### src/design/fcse_pkg.sv
// Purpose: shared constants of the flash command and status engine
// Assumes: 50 MHz clock, byte-wide flash with 8 main and 4 secondary sectors
// Notes: time figures kept in their own unit, cycle counts derived from them
package fcse_pkg;
  // ----------------------------------------------------------------
  // bus and array geometry
  // ----------------------------------------------------------------
  localparam int ADDR_W = 19;
  localparam int LOW_W = 12;
  localparam int NUM_MAIN = 8;
  localparam int NUM_SEC = 4;
  localparam int NUM_SECT = NUM_MAIN + NUM_SEC;
  localparam int CNT_W = 16;
  // ----------------------------------------------------------------
  // instruction bytes and coded-cycle addresses
  // ----------------------------------------------------------------
  localparam logic [7:0] CMD_UNLOCK1 = 8'hAA;
  localparam logic [7:0] CMD_UNLOCK2 = 8'h55;
  localparam logic [7:0] CMD_IDENT = 8'h90;
  localparam logic [7:0] CMD_PROG = 8'hA0;
  localparam logic [7:0] CMD_ERASE = 8'h80;
  localparam logic [7:0] CMD_BULK = 8'h10;
  localparam logic [7:0] CMD_SECTOR = 8'h30;
  localparam logic [7:0] CMD_SUSPEND = 8'hB0;
  localparam logic [7:0] CMD_RESUME = 8'h30;
  localparam logic [7:0] CMD_RESET = 8'hF0;
  localparam logic [11:0] ADDR_FIRST = 12'h555;
  localparam logic [11:0] ADDR_SECOND = 12'hAAA;
  // ----------------------------------------------------------------
  // identifier-mode read selectors on address bits 6, 1, 0
  // ----------------------------------------------------------------
  localparam int ID_BIT_HI = 6;
  localparam logic [2:0] IDSEL_CODE = 3'h1;
  localparam logic [2:0] IDSEL_PROT = 3'h2;
  localparam logic [7:0] PROT_YES = 8'h01;
  localparam logic [7:0] PROT_NO = 8'h00;
  localparam logic [7:0] BYTE_ZERO = 8'h00;
  // ----------------------------------------------------------------
  // status byte layout
  // ----------------------------------------------------------------
  localparam int POLL_BIT = 7;
  localparam int TOGGLE_BIT = 6;
  localparam int FAIL_BIT = 5;
  localparam int WIN_BIT = 3;
  // ----------------------------------------------------------------
  // timing
  // ----------------------------------------------------------------
  localparam int CLK_PERIOD_NS = 20;
  localparam int SEQ_GAP_US = 80;
  localparam int ERASE_WIN_US = 100;
  localparam int ERASE_WIN_PCT = 120;
  localparam int PROT_HOLD_US = 100;
  localparam int SEQ_GAP_CYC = SEQ_GAP_US * 1000 / CLK_PERIOD_NS;
  localparam int ERASE_WIN_CYC = ERASE_WIN_US * 1000 * ERASE_WIN_PCT / (100 * CLK_PERIOD_NS);
  localparam int PROT_HOLD_CYC = PROT_HOLD_US * 1000 / CLK_PERIOD_NS;
  // ----------------------------------------------------------------
  // decoder states and bus phases
  // ----------------------------------------------------------------
  typedef enum logic [3:0] {
    ST_READ = 4'b0000,
    ST_UNLK1 = 4'b0001,
    ST_UNLK2 = 4'b0010,
    ST_PROG_WAIT = 4'b0011,
    ST_ER_PRE = 4'b0100,
    ST_ER_UNLK1 = 4'b0101,
    ST_ER_UNLK2 = 4'b0110,
    ST_IDENT = 4'b0111,
    ST_PROG_BUSY = 4'b1000,
    ST_ER_WIN = 4'b1001,
    ST_ER_BUSY = 4'b1010,
    ST_SUSPENDED = 4'b1011,
    ST_PROT_HOLD = 4'b1100,
    ST_FAILED = 4'b1101
  } fcse_state_e;
  typedef enum logic [1:0] {
    PH_IDLE = 2'b00,
    PH_ACT = 2'b01,
    PH_ACK = 2'b10
  } fcse_phase_e;
endpackage

### src/design/fcse_engine.sv
// Purpose: flash instruction-sequence decoder and status-bit generator
// Assumes: sector selects and protection come from same-clock decoder logic
// Notes: embedded program/erase algorithms sit outside, driven by pulses
`timescale 1ns/10ps
`default_nettype none
// Overview of operation
// - sequences start with AA at 555 then 55 at AAA.
// - only low 12 address bits decoded; one sector select must be active.
// - sequence writes never reach the array as plain writes.
// - bad byte or gap time-out abandons sequence, back to read array.
// - read-array mode after reset or reset-flash; reads return array data.
// - identifier mode, bits 0,0,1 on main sector return identifier byte.
// - identifier mode, bits 0,1,0 return 01 protected, 00 unprotected.
// - suspend only during sector erase; other sectors stay usable.
// - resume only acts while suspended, ignored otherwise.
// - program status bit 7 is inverse of data bit 7 until done.
// - polling valid after fourth program or sixth erase write.
// - erase status bit 7 reads 0 until done; after a program during suspend, inverse of that program's data bit 7.
// - program to protected sector is ignored.
// - erase of only protected sectors: status 100 us, no erase.
// - bit 6 toggles on each status read while busy.
// - toggling starts after fourth program or sixth erase write.
// - bit 5 reads 0 normally, 1 after program or erase failure.
// - failure bit stays set until reset-flash.
// - bit 3 reads 0 during erase window, restarts on 30h, then 1.
// - status bits 4, 2, 1, 0 undefined; driven as 0 here.
// - program is unlock, A0 at 555, then data to target.
// - F0 to an active main sector returns to read array.
// - B0 to an active main sector suspends sector erase.
// - 30h to an active main sector resumes suspended erase.
module fcse_engine #(
  parameter logic [fcse_pkg::CNT_W-1:0] SEQ_GAP_CYC = fcse_pkg::CNT_W'(fcse_pkg::SEQ_GAP_CYC),
  parameter logic [fcse_pkg::CNT_W-1:0] ERASE_WIN_CYC = fcse_pkg::CNT_W'(fcse_pkg::ERASE_WIN_CYC),
  parameter logic [fcse_pkg::CNT_W-1:0] PROT_HOLD_CYC = fcse_pkg::CNT_W'(fcse_pkg::PROT_HOLD_CYC),
  // arbitrary identifier value
  parameter logic [7:0] ID_CODE = 8'h5A
) (
  input wire logic clk,
  input wire logic rst_n,
  input wire logic cyc_i,
  input wire logic stb_i,
  input wire logic we_i,
  input wire logic [0:0] sel_i,
  input wire logic [fcse_pkg::ADDR_W-1:0] adr_i,
  input wire logic [7:0] dat_i,
  output logic [7:0] dat_o,
  output logic ack_o,
  input wire logic [fcse_pkg::NUM_MAIN-1:0] main_sector_select,
  input wire logic [fcse_pkg::NUM_SEC-1:0] secondary_sector_select,
  input wire logic [fcse_pkg::NUM_SECT-1:0] sectProtect,
  output logic [fcse_pkg::ADDR_W-1:0] arrAddr,
  output logic [fcse_pkg::NUM_SECT-1:0] arrSect,
  input wire logic [7:0] arrRdData,
  output logic progStart,
  output logic [7:0] progData,
  output logic eraseStart,
  output logic bulkErase,
  output logic [fcse_pkg::NUM_SECT-1:0] eraseMask,
  output logic suspendReq,
  output logic resumeReq,
  input wire logic algoDone,
  input wire logic algoFail
);
  import fcse_pkg::*;

  // ----------------------------------------------------------------
  // helpers
  // ----------------------------------------------------------------
  function automatic logic isOneHot(input logic [NUM_SECT-1:0] v);
    int n;
    n = 0;
    for (int i = 0; i < NUM_SECT; i++) begin
      n = n + int'(v[i]);
    end
    return n == 1;
  endfunction

  function automatic logic isCmd(input logic [7:0] d, input logic [LOW_W-1:0] a,
                                 input logic [7:0] cd, input logic [LOW_W-1:0] ca);
    return (d == cd) && (a == ca);
  endfunction

  fcse_state_e stateR;
  fcse_phase_e phaseR;
  logic [ADDR_W-1:0] adrR;
  logic [7:0] wdatR;
  logic weR;
  logic bselR;
  logic [NUM_SECT-1:0] sectR;
  logic [CNT_W-1:0] timR;
  logic suspR;
  logic failR;
  logic togR;
  logic opProgR;
  logic bulkR;
  logic [NUM_SECT-1:0] maskR;
  logic [7:0] progDataR;
  logic [7:0] datR;
  logic ackR;

  logic act;
  logic selOne;
  logic selMain;
  logic wrEv;
  logic rdEv;
  logic [LOW_W-1:0] lowAdr;
  logic [2:0] idSel;
  logic statusRd;
  logic [7:0] statusByte;
  logic [7:0] rdByte;
  fcse_state_e baseState;
  logic timerOn;
  logic timerExp;
  logic [CNT_W-1:0] timLimit;
  logic winSkip;

  assign act = (phaseR == PH_ACT);
  assign selOne = isOneHot(sectR);
  assign selMain = |sectR[NUM_MAIN-1:0];
  assign wrEv = act && weR && bselR && selOne;
  assign rdEv = act && !weR && selOne;
  assign lowAdr = adrR[LOW_W-1:0];
  assign idSel = {adrR[ID_BIT_HI], adrR[1:0]};
  assign baseState = suspR ? ST_SUSPENDED : ST_READ;
  // bulk erase skips the collection window, leaves it after one cycle
  assign winSkip = (stateR == ST_ER_WIN) && bulkR;

  // ----------------------------------------------------------------
  // classic wishbone slave: latch, act, acknowledge
  // ----------------------------------------------------------------
  // two-cycle answer keeps array read data registered before ack
  always_ff @(posedge clk) begin
    if (!rst_n) begin
      phaseR <= PH_IDLE;
      ackR <= 1'b0;
    end else begin
      unique case (phaseR)
        PH_IDLE: begin
          ackR <= 1'b0;
          if (cyc_i && stb_i) begin
            phaseR <= PH_ACT;
          end
        end
        PH_ACT: begin
          ackR <= 1'b1;
          phaseR <= PH_ACK;
        end
        PH_ACK: begin
          ackR <= 1'b0;
          phaseR <= PH_IDLE;
        end
        default: begin
          ackR <= 1'b0;
          phaseR <= PH_IDLE;
        end
      endcase
    end
  end

  always_ff @(posedge clk) begin
    if (!rst_n) begin
      adrR <= '0;
      wdatR <= BYTE_ZERO;
      weR <= 1'b0;
      bselR <= 1'b0;
      sectR <= '0;
    end else if (phaseR == PH_IDLE && cyc_i && stb_i) begin
      adrR <= adr_i;
      wdatR <= dat_i;
      weR <= we_i;
      bselR <= sel_i[0];
      sectR <= {secondary_sector_select, main_sector_select};
    end
  end

  assign ack_o = ackR;
  assign arrAddr = adrR;
  assign arrSect = sectR;

  // ----------------------------------------------------------------
  // shared timer: byte gap, erase window, protected-erase hold
  // ----------------------------------------------------------------
  always_comb begin
    timerOn = 1'b1;
    timLimit = SEQ_GAP_CYC;
    unique case (stateR)
      ST_UNLK1, ST_UNLK2, ST_PROG_WAIT, ST_ER_PRE, ST_ER_UNLK1, ST_ER_UNLK2: timLimit = SEQ_GAP_CYC;
      ST_ER_WIN: timLimit = ERASE_WIN_CYC;
      ST_PROT_HOLD: timLimit = PROT_HOLD_CYC;
      default: timerOn = 1'b0;
    endcase
  end
  assign timerExp = timerOn && (timR >= timLimit - CNT_W'(1));

  always_ff @(posedge clk) begin
    if (!rst_n) begin
      timR <= '0;
    end else if (!timerOn || wrEv || timerExp || winSkip) begin
      // each counted write restarts the gap and the erase window
      timR <= '0;
    end else begin
      timR <= timR + CNT_W'(1);
    end
  end

  // ----------------------------------------------------------------
  // sequence decoder
  // ----------------------------------------------------------------
  always_ff @(posedge clk) begin
    if (!rst_n) begin
      stateR <= ST_READ;
      suspR <= 1'b0;
      opProgR <= 1'b0;
      bulkR <= 1'b0;
      maskR <= '0;
      progDataR <= BYTE_ZERO;
    end else if (stateR == ST_PROG_BUSY && algoFail) begin
      stateR <= ST_FAILED;
    end else if ((stateR == ST_ER_BUSY) && algoFail) begin
      stateR <= ST_FAILED;
      suspR <= 1'b0;
    end else if (stateR == ST_PROG_BUSY && algoDone) begin
      stateR <= baseState;
    end else if (stateR == ST_ER_BUSY && algoDone) begin
      stateR <= ST_READ;
      suspR <= 1'b0;
      maskR <= '0;
    end else if (timerExp || winSkip) begin
      unique case (stateR)
        ST_ER_WIN: begin
          if ((maskR & ~sectProtect) == '0) begin
            stateR <= ST_PROT_HOLD;
          end else begin
            stateR <= ST_ER_BUSY;
            maskR <= maskR & ~sectProtect;
          end
        end
        ST_PROT_HOLD: begin
          stateR <= ST_READ;
          maskR <= '0;
        end
        default: stateR <= baseState;
      endcase
    end else if (wrEv) begin
      unique case (stateR)
        ST_READ, ST_SUSPENDED: begin
          if (isCmd(wdatR, lowAdr, CMD_UNLOCK1, ADDR_FIRST)) begin
            stateR <= ST_UNLK1;
          end else if (suspR && selMain && wdatR == CMD_RESUME) begin
            stateR <= ST_ER_BUSY;
            suspR <= 1'b0;
          end
        end
        ST_UNLK1: begin
          stateR <= isCmd(wdatR, lowAdr, CMD_UNLOCK2, ADDR_SECOND) ? ST_UNLK2 : baseState;
        end
        ST_UNLK2: begin
          if (isCmd(wdatR, lowAdr, CMD_PROG, ADDR_FIRST)) begin
            stateR <= ST_PROG_WAIT;
          end else if (isCmd(wdatR, lowAdr, CMD_IDENT, ADDR_FIRST)) begin
            stateR <= ST_IDENT;
          end else if (!suspR && isCmd(wdatR, lowAdr, CMD_ERASE, ADDR_FIRST)) begin
            stateR <= ST_ER_PRE;
          end else begin
            stateR <= baseState;
          end
        end
        ST_PROG_WAIT: begin
          // erasing sectors not programmable while suspended
          if ((sectR & sectProtect) != '0 || (suspR && (sectR & maskR) != '0)) begin
            stateR <= baseState;
          end else begin
            // polling from the fourth write on
            stateR <= ST_PROG_BUSY;
            opProgR <= 1'b1;
            progDataR <= wdatR;
          end
        end
        ST_ER_PRE: begin
          stateR <= isCmd(wdatR, lowAdr, CMD_UNLOCK1, ADDR_FIRST) ? ST_ER_UNLK1 : ST_READ;
        end
        ST_ER_UNLK1: begin
          stateR <= isCmd(wdatR, lowAdr, CMD_UNLOCK2, ADDR_SECOND) ? ST_ER_UNLK2 : ST_READ;
        end
        ST_ER_UNLK2: begin
          opProgR <= 1'b0;
          if (isCmd(wdatR, lowAdr, CMD_BULK, ADDR_FIRST)) begin
            bulkR <= 1'b1;
            if (selMain) begin
              maskR <= {{NUM_SEC{1'b0}}, {NUM_MAIN{1'b1}}};
            end else begin
              maskR <= {{NUM_SEC{1'b1}}, {NUM_MAIN{1'b0}}};
            end
            // window never runs for bulk, start straight away
            stateR <= ST_ER_WIN;
          end else if (wdatR == CMD_SECTOR) begin
            bulkR <= 1'b0;
            maskR <= sectR;
            stateR <= ST_ER_WIN;
          end else begin
            stateR <= ST_READ;
          end
        end
        ST_ER_WIN: begin
          if (wdatR == CMD_SECTOR && !bulkR) begin
            maskR <= maskR | sectR;
          end else begin
            stateR <= ST_READ;
            maskR <= '0;
          end
        end
        ST_ER_BUSY: begin
          if (!bulkR && selMain && wdatR == CMD_SUSPEND) begin
            stateR <= ST_SUSPENDED;
            suspR <= 1'b1;
          end
        end
        ST_IDENT, ST_FAILED: begin
          // reset-flash, any other byte also leaves
          stateR <= baseState;
        end
        default: stateR <= stateR;
      endcase
    end
  end

  // ----------------------------------------------------------------
  // failure flag and toggle bit
  // ----------------------------------------------------------------
  always_ff @(posedge clk) begin
    if (!rst_n) begin
      failR <= 1'b0;
    end else if (algoFail) begin
      // failure sets the flag, wins over a clear
      failR <= 1'b1;
    end else if (wrEv && selMain && wdatR == CMD_RESET &&
                 (stateR == ST_READ || stateR == ST_SUSPENDED || stateR == ST_FAILED || stateR == ST_IDENT)) begin
      failR <= 1'b0;
    end
  end

  always_comb begin
    statusRd = 1'b0;
    unique case (stateR)
      ST_PROG_BUSY, ST_ER_WIN, ST_ER_BUSY, ST_PROT_HOLD, ST_FAILED: statusRd = 1'b1;
      ST_SUSPENDED: statusRd = (sectR & maskR) != '0;
      default: statusRd = 1'b0;
    endcase
  end

  always_ff @(posedge clk) begin
    if (!rst_n) begin
      togR <= 1'b0;
    end else if (rdEv && statusRd && stateR != ST_SUSPENDED) begin
      togR <= ~togR;
    end
  end

  // ----------------------------------------------------------------
  // read data
  // ----------------------------------------------------------------
  always_comb begin
    statusByte = BYTE_ZERO;
    statusByte[POLL_BIT] = (opProgR && stateR != ST_PROT_HOLD) ? ~progDataR[7] : 1'b0;
    statusByte[TOGGLE_BIT] = togR;
    statusByte[FAIL_BIT] = failR;
    statusByte[WIN_BIT] = (stateR == ST_ER_BUSY) || (stateR == ST_SUSPENDED) || (stateR == ST_PROT_HOLD);
  end

  always_comb begin
    rdByte = arrRdData;
    if (statusRd) begin
      rdByte = statusByte;
    end else if (stateR == ST_IDENT) begin
      if (idSel == IDSEL_CODE && selMain) begin
        rdByte = ID_CODE;
      end else if (idSel == IDSEL_PROT) begin
        rdByte = ((sectR & sectProtect) != '0) ? PROT_YES : PROT_NO;
      end else begin
        rdByte = BYTE_ZERO;
      end
    end
  end

  always_ff @(posedge clk) begin
    if (!rst_n) begin
      datR <= BYTE_ZERO;
    end else if (act) begin
      // array data outside sequences; no select reads zero
      datR <= rdEv ? rdByte : BYTE_ZERO;
    end
  end
  assign dat_o = datR;

  // ----------------------------------------------------------------
  // commands to the embedded algorithms
  // ----------------------------------------------------------------
  always_ff @(posedge clk) begin
    if (!rst_n) begin
      progStart <= 1'b0;
      eraseStart <= 1'b0;
      bulkErase <= 1'b0;
      suspendReq <= 1'b0;
      resumeReq <= 1'b0;
      progData <= BYTE_ZERO;
      eraseMask <= '0;
    end else begin
      progStart <= wrEv && stateR == ST_PROG_WAIT && (sectR & sectProtect) == '0 &&
                   !(suspR && (sectR & maskR) != '0);
      if (wrEv && stateR == ST_PROG_WAIT) begin
        progData <= wdatR;
      end
      eraseStart <= (timerExp || winSkip) && stateR == ST_ER_WIN && (maskR & ~sectProtect) != '0;
      if ((timerExp || winSkip) && stateR == ST_ER_WIN) begin
        eraseMask <= maskR & ~sectProtect;
        bulkErase <= bulkR;
      end
      suspendReq <= wrEv && stateR == ST_ER_BUSY && !bulkR && selMain && wdatR == CMD_SUSPEND;
      resumeReq <= wrEv && stateR == ST_SUSPENDED && suspR && selMain && wdatR == CMD_RESUME &&
                   !isCmd(wdatR, lowAdr, CMD_UNLOCK1, ADDR_FIRST);
    end
  end
endmodule // fcse_engine
`default_nettype wire

### config.mk
export PLATFORM = sky130hd
export DESIGN_NAME = fcse_engine
export DESIGN_NICKNAME = d
export VERILOG_FILES = /design/src/design/fcse_pkg.sv /design/src/design/fcse_engine.sv
export SDC_FILE = /design/constraint.sdc
export NUM_CORES = 1
export LEC_CHECK = 0
export BUFFER_PORTS_ARGS = -buffer_cell sky130_fd_sc_hd__buf_2
export CAP_MARGIN = 10
export CORE_ASPECT_RATIO = 1.4
export CORE_UTILIZATION = 50
export CTS_CLUSTER_DIAMETER = 50
export CTS_CLUSTER_SIZE = 20
export DETAILED_ROUTE_END_ITERATION = 10
export GPL_TIMING_DRIVEN = 0
export PLACE_DENSITY = 0.83
export SYNTH_ARGS = -nofsm -noshare
export SYNTH_HDL_FRONTEND = slang
export SYNTH_SLANG_ARGS = --single-unit
### constraint.sdc
create_clock -name clk -period 5.56 [get_ports clk]
set_clock_uncertainty 0.2 [all_clocks]
set_input_delay 0.278 -clock clk [delete_from_list [all_inputs] [get_ports clk]]
set_output_delay 0.278 -clock clk [all_outputs]
set_load 0.005 [all_outputs]
# After elaboration in Yosys (flattened, before gate mapping)
# Cells that the tools add are included.
word_totals:
  register_bits: 122
  latchBits: 0
  ramBits: 0
  rom_bits: 0
  in_bits: 67
  output_inout_bits: 65
  memories: 0
op_classes:
  n_addsub: 13
  n_mul: 0
  div_mod_pow: 0
  n_lt_le_gt_ge: 1
  n_eq_ne: 46
  shifts: 0
  muxes: 61
  n_bitwise: 14
  reduce_logical: 96
ops:
  columns: ["cell", "count"]
  rows:
  - ["$mux 12", 8]
  - ["$mux 4", 18]
  - ["$eq 8x8->1 const B", 6]
  - ["$logic_and 1x1->1", 48]
  - ["$pmux 12 s2", 2]
  - ["$pmux 4 s10", 1]
  - ["$reduce_and 8->1", 5]
  - ["$and 12x12->12", 3]
  - ["$reduce_bool 12->1", 3]
  - ["$ne 4x4->1 const B", 7]
  - ["$pmux 13 s2", 1]
  - ["$eq 4x4->1 const B", 6]
  - ["$logic_not 12->1", 2]
  - ["$mux 8", 3]
  - ["$mux 1", 18]
  - ["$add 16x1->16 const B", 1]
  - ["$eq 4x3->1 const B", 4]
  - ["$ge 16x16->1", 1]
  - ["$reduce_or 8->1", 2]
  - ["$sub 16x1->16 const B", 1]
  - ["$reduce_bool 15->1", 1]
  - ["$ne 7x6->1 const B", 2]
  - ["$reduce_bool 13->1", 1]
  - ["$add 11x1->12", 1]
  - ["48 further kinds", 86]

# Longest topological paths before layout
# Gate-level depths: netlist of run 1.
logic_depth:
  depth_word: 19
  mapped_depth: 16

# Worst setup path before layout of run 1
# No wires, ideal clock.
synth_timing:
  path_kind: "reg2reg"
  from: "register sectR[3] (netlist: arrSect[3])"
  to: "register stateR[0]"
  setup_ns: 0.135
  arrival_ns: 4.704
  required_ns: 5.225
  setup_slack_ns: 0.521
  stages_incl_launch_ff: 15
  path_buffers: 0
  period_less_slack_ns: 5.039
  cell_sequence: "dfxtp_1 -> fa_1 -> fa_1 -> inv_1 -> fa_1 -> fa_1 -> inv_1 -> ha_1 -> fa_1 -> or4b_4 -> nor3_4 -> o221ai_2 -> a211o_1 -> a21oi_1 -> a311oi_1"
synth_via:
  elab_chain_cells: 13
  word_cells_on_any_way: 34
  cone_classes: "add/sub (9); eq/ne (3); mux (8); bitwise (2); reduce/logical (12)"
synth_lines:
  columns: ["item", "line", "text"]
  rows:
  - ["from (decl)", "fcse_engine.sv:89", "logic [NUM_SECT-1:0] sectR;"]
  - ["from (signal assigned)", "fcse_engine.sv:172", "sectR <= {secondary_sector_select, main_sector_select};"]
  - ["$add 3x1->4", "fcse_engine.sv:73", "n = n + int'(v[i]);"]
  - ["$add 4x1->5", "fcse_engine.sv:73", null]
  - ["$add 5x1->6", "fcse_engine.sv:73", null]
  - ["$add 6x1->7", "fcse_engine.sv:73", null]
  - ["$add 7x1->8", "fcse_engine.sv:73", null]
  - ["$add 8x1->9", "fcse_engine.sv:73", null]
  - ["$add 9x1->10", "fcse_engine.sv:73", null]
  - ["$add 10x1->11", "fcse_engine.sv:73", null]
  - ["$add 11x1->12", "fcse_engine.sv:73", null]
  - ["$eq 12x1->1", "fcse_engine.sv:75", "return n == 1;"]
  - ["$logic_and 1x1->1", "fcse_engine.sv:120", "assign wrEv = act && weR && bselR && selOne;"]
  - ["$reduce_bool 6->1 (no line)", null, null]
  - ["$reduce_and 5->1 (no line)", null, null]
  - ["to (signal assigned)", "fcse_engine.sv:223", "stateR <= baseState;"]
  - ["to (signal assigned)", "fcse_engine.sv:242", "default: stateR <= baseState;"]
  - ["to (signal assigned)", "fcse_engine.sv:255", "stateR <= isCmd(wdatR, lowAdr, CMD_UNLOCK2, ADDR_SECOND) ? ST_UNLK2 : baseState;"]
  - ["to (decl)", "fcse_engine.sv:83", "fcse_state_e stateR;"]
# Several ways; a longest one is shown, not always the timed one. The select of a mux whose other input is x is not followed.
# A chain may end at the register's enable or synchronous reset.

# Worst setup path in the final report of run 1
layout_timing:
  from: "register sectR[9] (netlist: arrSect[9])"
  to: "register stateR[3]"
layout_via:
  elab_chain_cells: 12
  word_cells_on_any_way: 21
  cone_classes: "add/sub (3); eq/ne (1); mux (8); bitwise (2); reduce/logical (7)"
layout_lines:
  columns: ["item"]
  rows:
  - ["parallel branches: the longest is 12 deep, another holds $add 11x1->12"]
# Parallel ways; which one is timed is not known. The select of a mux whose other input is x is not followed.

==> reports/results.md, run 1 <==
* type of the worst setup path: flip-flop to flip-flop
* DR pass1 iterations: 8
* fraction of final layout cells with drive strength greater than 1: 20.6%
* Post-DRT Antenna Nets: 0
* Total Nets Final: 1093
* utilization after layout: 68.0%
* initial antenna violation count: 0
* final critical delay including setup and external delays: 5470 ps
* largest buffer count on any clock path: 2
* clk slew on worst S/H paths: 60 ps
* all-layer global routing usage: 33.1%
* horizontal die dimension: 97.8 um
* fill count: 961
* adder-cell share of the synthesized area: 5.69%
* cts bufs inserted: 17
* Critical Path Fanout Max: 7
* maximum frequency from static timing analysis: 0.183 GHz
* Die ar.: 13300 um^2
* Detailed Place HPWL: 14800 um
* arrival time worst endpoint: 5520 ps
* Compound-Gate Fraction of Synth Area: 21.8%
* pin slew with the least headroom to its limit: 747 ps
* final standard cell count with taps included and fillers excluded: 1163
* worst hold-check slack: 13.2 ps
* antenna diode count: 0
* dominant combinational cell family by area after synthesis: simple AND/OR/NAND/NOR gates
* register bit count reported by yosys: 115
* count of input and output buffers: 129
* number of global-route vias before repair: 6967
* weighted congestion at the end of routability-driven global placement: 0.991
* Placed Area: 7260 um^2
* class of the tightest hold or removal check: input pin to flip-flop
* clock network latency to the later pin of the worst-skew pair: 410 ps
* cell depth of the worst setup path: 15
* longest individual stage delay on the worst path: 590 ps
* grt met2 use: 58.2%
* WL per Instance: 18.9 um
* sink of the worst hold path: eraseMask[1]$_SDFFE_PN0P_
* Pleak: 3.49 nW
* via count: 7102
* area of the placeable core: 12400 um^2
* Max-Cap Viols: 0
* global-route track usage on met3: 5.91%
* Top Family by Delay on Critical Path: adder cells
* vertical die dimension: 136 um
* most frequently used flop master after synthesis: sky130_fd_sc_hd__dfxtp_1
* xor/xnor share of the synthesized area: 1.91%
* hold violation total from the final report: 0
* relative area change from synthesis to final layout: 31.5%
* endpoint of the worst-slack reg-to-reg timing path: stateR[3]$_SDFFE_PN0P_
* worst-case reg-to-reg path depth: 15
* number of cells traversed by the worst hold path: 4
* P per Cell Area: 345 nW/um^2
* wirelength, routed: 22000 um
* cell area after synthesis: 6420 um^2
* most common library cell in the layout ignoring fill and taps: sky130_fd_sc_hd__nand2_1
* area of the multi-input gates: 3810 um^2
* clock root buffer master: sky130_fd_sc_hd__clkbuf_16
* met1 usage: 37.0%
* post-route cell area: 8450 um^2
* number of vias per cell after detailed routing: 6.11
* sequential share of the synthesized area: 35.8%
* Final Slew Violations: 0
* critical path's slowest cell: sky130_fd_sc_hd__or4b_4
* Worst Slack Setup Final: 94.3 ps
* number of top-level pins: 132
* sum of buffers and inverters on the critical path: 3
* final critical-path share of the clock period: 98.3%
* number of levels the H-tree was split into: 4
* post-placement cell count: 1078
* capturing element type of the critical path: flip-flop
* distinct cell type count after synthesis: 86
* instance count of the mapped netlist: 798
* final number of setup-violating endpoints: 0
* clock tree from TritonCTS: yes
* fraction of synthesis flops using an asynchronous set or reset pin: 0%
* worst r2r src: arrSect[9]$_SDFFE_PN0P_
* Worst R2R Setup Slack: 90 ps
* initial core utilization: 51.7%
* mux contribution to synthesized area: 1.40%
* critical path, cell by cell: fa_1, fa_1, inv_1, fa_1, fa_1, inv_1, ha_1, fa_1, or4b_4, nor3_4, buf_4, o221ai_2, a211o_1, a21oi_1, a311oi_1
* Initial DRC Count: 567
* failing checks: DRC
* peak supply drop: 0.203 mV
* CP dominant cell by count: sky130_fd_sc_hd__fa_1
* sequential cell area in the final layout: 2310 um^2
* total power of the final layout: 2.92 mW
* post-route setup TNS: 0 ps
* sum of overflow across all layers after global routing: 0
* Mean Syn Cell Area: 8.05 um^2
* Ys Warns: 0
* hold path startpoint: sectProtect[1]
* clock sink count: 115
* global-route wire length before repair: 34700 um
* grt peak-use layer: met2
* Remaining DRCs: 6
* type of element launching the critical path: flip-flop
* number of placement rows: 48
* top library cells by usage in the layout, fill and taps aside: 152 x sky130_fd_sc_hd__nand2_1, 136 x sky130_fd_sc_hd__buf_2, 112 x sky130_fd_sc_hd__dfxtp_1
* count of flip-flops with a built-in enable after synthesis: 0
* pre-CTS WS: 17.0 ps
* status: finished with violations
* pin count of the biggest net entering global routing: 17
* synthesized-area fraction occupied by and/or/nand/nor cells: 28.3%
* required time of the critical path: 5610 ps
* relative slew slack: 49.7%
==> power breakdown <==
group          switching [mW]  internal [mW]  total [mW]
sequential             0.0389          0.860       0.899
clock                   0.400          0.807        1.21
combinational           0.510          0.301       0.811
==> cells by family after synthesis <==
group           after synthesis
mux                           9
flops                       115
xor+xnor                     14
compound gates              201
buf+inv                      79
other cells                   1
fa+ha+maj                    25
simple gates                354
==> routing by layer <==
| metal | share of wire (%) | routed length, um | vias up |
|---|---|---|---|
| met5 | 0 | 0 | - |
| met4 | 5.0 | 1110 | 0 |
| met3 | 6.3 | 1390 | 97 |
| met2 | 50 | 11100 | 371 |
| met1 | 38 | 8390 | 3347 |
| li1 | - | - | 3287 |
==> how the worst max path moves through the flow <==
stage | to | slack (ps) | from
floorplan | stateR[0]$_SDFFE_PN0P_ | 520 | arrSect[3]$_SDFFE_PN0P_
global placement | stateR[0]$_SDFFE_PN0P_ | 70 | arrSect[3]$_SDFFE_PN0P_
detailed placement | stateR[0]$_SDFFE_PN0P_ | 20 | arrSect[3]$_SDFFE_PN0P_
CTS | stateR[0]$_SDFFE_PN0P_ | 20 | arrSect[1]$_SDFFE_PN0P_
global route | progDataR[7]$_SDFFE_PN0P_ | -10 | arrSect[7]$_SDFFE_PN0P_
finish | stateR[3]$_SDFFE_PN0P_ | 90 | arrSect[9]$_SDFFE_PN0P_
==> flip-flops by register name, summed over array words and instances, names as in the netlist, 2 cells and up <==
| signal | count |
|---|---|
| stateR | 4 |
| arrAddr | 19 |
| eraseMask | 12 |
| progData | 8 |
| timR | 16 |
| arrSect | 12 |
| phaseR | 2 |
| maskR | 12 |
| wdatR | 8 |
| dat_o | 8 |
==> Yosys cell counts (all sizes together) (6+ instances only) <==
cell	number	area, um^2
buf	17	91.3
nand2	152	571
and3	10	63.8
a21o	10	76.3
o21ai	10	50.0
a221oi	6	70.1
xor2	10	87.6
ha	18	225
nor4	14	115
a21oi	81	405
nand4	14	93.8
nand2b	9	56.3
clkbuf	28	105
nor2	62	233
nor3	11	66.3
and2	6	41.3
dfxtp	115	2300
fa	7	140
mux2i	9	90.1
nand3	23	125
a31oi	11	68.8
nor2b	15	93.8
o211ai	13	97.6
o21a	8	60.1
inv	33	124
a22oi	10	80.1
==> worst min-delay path: cells and delay by family <==
| kind | cells | cell delay, ps |
|---|---|---|
| AO/OA/AOI/OAI | 1 | 50 |
| buffers and inverters | 1 | 110 |
| AND/OR/NAND/NOR | 2 | 140 |
==> timing repair <==
item	in CTS	in global routing
pin swaps	1	1
buffers inserted	0	2
gates resized for setup	0	4
hold buffers	51	0
hold endpoints to repair	51	0
endpoints found under the setup margin	2	14
==> cell type report <==
type | count | area share (%)
buffer | 45 | 2.33
clock buffer | 19 | 5.24
clock inverter | 12 | 2.43
sequential | 115 | 27.3
inverter | 34 | 1.51
timing repair buffer | 183 | 13.9
tap | 150 | 2.22
multi-input combinational | 605 | 45.1
No activity file was read; power rests on OpenSTA's default activity.
==> inputs of run 2 (changes only) <==
--- a/config.mk
+++ b/config.mk
@@ -8,12 +8,12 @@
 export BUFFER_PORTS_ARGS = -buffer_cell sky130_fd_sc_hd__buf_2
 export CAP_MARGIN = 10
 export CORE_ASPECT_RATIO = 1.4
-export CORE_UTILIZATION = 50
+export CORE_UTILIZATION = 35
 export CTS_CLUSTER_DIAMETER = 50
 export CTS_CLUSTER_SIZE = 20
 export DETAILED_ROUTE_END_ITERATION = 10
 export GPL_TIMING_DRIVEN = 0
-export PLACE_DENSITY = 0.83
+export PLACE_DENSITY = 0.64
 export SYNTH_ARGS = -nofsm -noshare
 export SYNTH_HDL_FRONTEND = slang
 export SYNTH_SLANG_ARGS = --single-unit
==> run 2 against run 1 <==
Net effect:
- the run now ends clean
- worst hold slack improved by 0.69 ps
- critical path depth fell by 2
- total power fell by 2.0%
- non-clock buffer count rose by 2
- die area rose by 42%
- sequential cell count did not move
- maximum frequency rose by 2.2%
==> reports/results.md, run 2 (synthesized netlist as in run 1, its figures left out) <==
* status: completed
* Top Family by Delay on Critical Path: adder cells
* Final Slew Violations: 0
* timing startpoint of the critical path: arrSect[7]$_SDFFE_PN0P_
* number of placement rows: 58
* critical path, cell by cell: fa_1, fa_1, inv_1, fa_1, fa_1, inv_1, ha_1, fa_1, or4b_4, nor3_1, and2_1, nand4b_1, a31oi_1
* global-route wire length before repair: 34200 um
* cts bufs inserted: 17
* final critical delay including setup and external delays: 5350 ps
* clk slew on worst S/H paths: 60 ps
* number of top-level pins: 132
* maximum frequency from static timing analysis: 0.187 GHz
* pin slew with the least headroom to its limit: 1270 ps
* pre-CTS WS: -7.24 ps
* final number of setup-violating endpoints: 0
* RSZ-0062 raised after global routing: no
* largest buffer count on any clock path: 2
* type of the worst setup path: flip-flop to flip-flop
* number of flip-flops under the largest register name: 19
* wirelength, routed: 21500 um
* count of input and output buffers: 129
* clock root buffer master: sky130_fd_sc_hd__clkbuf_16
* CP dominant cell by count: sky130_fd_sc_hd__fa_1
* number of levels the H-tree was split into: 4
* fill count: 1821
* number of vias per cell after detailed routing: 5.36
* pin count of the biggest net entering global routing: 17
* peak supply drop: 0.189 mV
* Critical Path Fanout Max: 7
* horizontal die dimension: 116 um
* class of the tightest hold or removal check: input pin to flip-flop
* critical path's slowest cell: sky130_fd_sc_hd__or4b_4
* Remaining DRCs: 0
* Post-DRT Antenna Nets: 0
* final critical-path share of the clock period: 96.2%
* top library cells by usage in the layout, fill and taps aside: 152 x sky130_fd_sc_hd__nand2_1, 135 x sky130_fd_sc_hd__buf_2, 113 x sky130_fd_sc_hd__dfxtp_1
* utilization after layout: 47.5%
* type of element launching the critical path: flip-flop
* Max-Cap Viols: 0
* arrival time worst endpoint: 5500 ps
* via count: 6734
* post-route cell area: 8560 um^2
* Worst R2R Setup Slack: 210 ps
* most common library cell in the layout ignoring fill and taps: sky130_fd_sc_hd__nand2_1
* Total Nets Final: 1095
* Detailed Place HPWL: 16100 um
* sum of buffers and inverters on the critical path: 2
* WL per Instance: 17.1 um
* final standard cell count with taps included and fillers excluded: 1256
* vertical die dimension: 162 um
* hold path startpoint: sectProtect[8]
* sum of overflow across all layers after global routing: 0
* relative slew slack: 14.4%
* post-placement cell count: 1168
* antenna diode count: 0
* Pleak: 3.48 nW
* Initial DRC Count: 490
* relative area change from synthesis to final layout: 33.2%
* hold violation total from the final report: 0
* Placed Area: 7370 um^2
* fraction of final layout cells with drive strength greater than 1: 20.6%
* Worst Slack Setup Final: 213 ps
* initial core utilization: 35.7%
* P per Cell Area: 334 nW/um^2
* DR pass1 iterations: 5
* clock sink count: 115
* longest individual stage delay on the worst path: 580 ps
* worst r2r src: arrSect[7]$_SDFFE_PN0P_
* capturing element type of the critical path: flip-flop
* clock network latency to the later pin of the worst-skew pair: 420 ps
* weighted congestion at the end of routability-driven global placement: 0.969
* number of global-route vias before repair: 6653
* all-layer global routing usage: 23.7%
* total power of the final layout: 2.86 mW
* area of the placeable core: 18000 um^2
* required time of the critical path: 5710 ps
* initial antenna violation count: 0
* Die ar.: 18900 um^2
* clock tree from TritonCTS: yes
## run 2: worst paths after layout
path                            cells past startpoint                        end
worst min register to register                      2  eraseMask[1]$_SDFFE_PN0P_
worst max register to register                     13      dat_o[7]$_SDFFE_PN0P_
worst min-delay path                                4  eraseMask[8]$_SDFFE_PN0P_
worst max-delay path                               13      dat_o[7]$_SDFFE_PN0P_
## run 2: timing repair
item | CTS | global route
pin swaps | 1 | 1
setup buffers | 0 | 3
hold buffers | 53 | 0
gates resized for setup | 0 | 3
hold endpoints to repair | 53 | 0
setup endpoints to repair | 1 | 17
## run 2: worst reg2reg max path, cell delays in order, from the launching register on
cell and delay, ps:
sky130_fd_sc_hd__dfxtp_1 510, sky130_fd_sc_hd__fa_1 500, sky130_fd_sc_hd__fa_1 490, sky130_fd_sc_hd__inv_1 50
sky130_fd_sc_hd__fa_1 450, sky130_fd_sc_hd__fa_1 500, sky130_fd_sc_hd__inv_1 40, sky130_fd_sc_hd__ha_1 190
sky130_fd_sc_hd__fa_1 440, sky130_fd_sc_hd__or4b_4 580, sky130_fd_sc_hd__nor3_1 540, sky130_fd_sc_hd__and2_1 340
sky130_fd_sc_hd__nand4b_1 230, sky130_fd_sc_hd__a31oi_1 210
## run 2: final cells by class
type / instances / area [um^2] / share of cell area, %
multi-input combinational: 605 / 3800 / 44.4
sequential: 115 / 2300 / 26.9
timing repair buffer: 185 / 1200 / 14.0
clock buffer: 19 / 453 / 5.29
tap: 240 / 300 / 3.51
buffer: 45 / 199 / 2.33
clock inverter: 13 / 171 / 2.00
inverter: 34 / 128 / 1.49
## run 2: power breakdown
group	leakage, nW	switching [mW]	total, mW	internal (mW)
registers	0.934	0.0372	0.897	0.860
clock network	0.301	0.416	1.15	0.735
logic	2.25	0.509	0.809	0.300
## run 2: routing by layer
metal / share of wire, % / vias to the layer above / GRT usage (%)
li1: - / 3289 / -
met1: 39 / 3163 / 27.1
met2: 52 / 231 / 41.0
met3: 4.7 / 51 / 4.81
met4: 4.0 / 0 / 12.0
met5: 0 / - / 0
## run 2: stage by stage
stage	hold slack (ps)	TNS, ps
2_1_floorplan	207	0
3_3_place_gp	226	-27.3
3_5_place_dp	240	-10.7
4_1_cts	5.84	0
5_1_grt	37.0	0
6_report	13.9	0
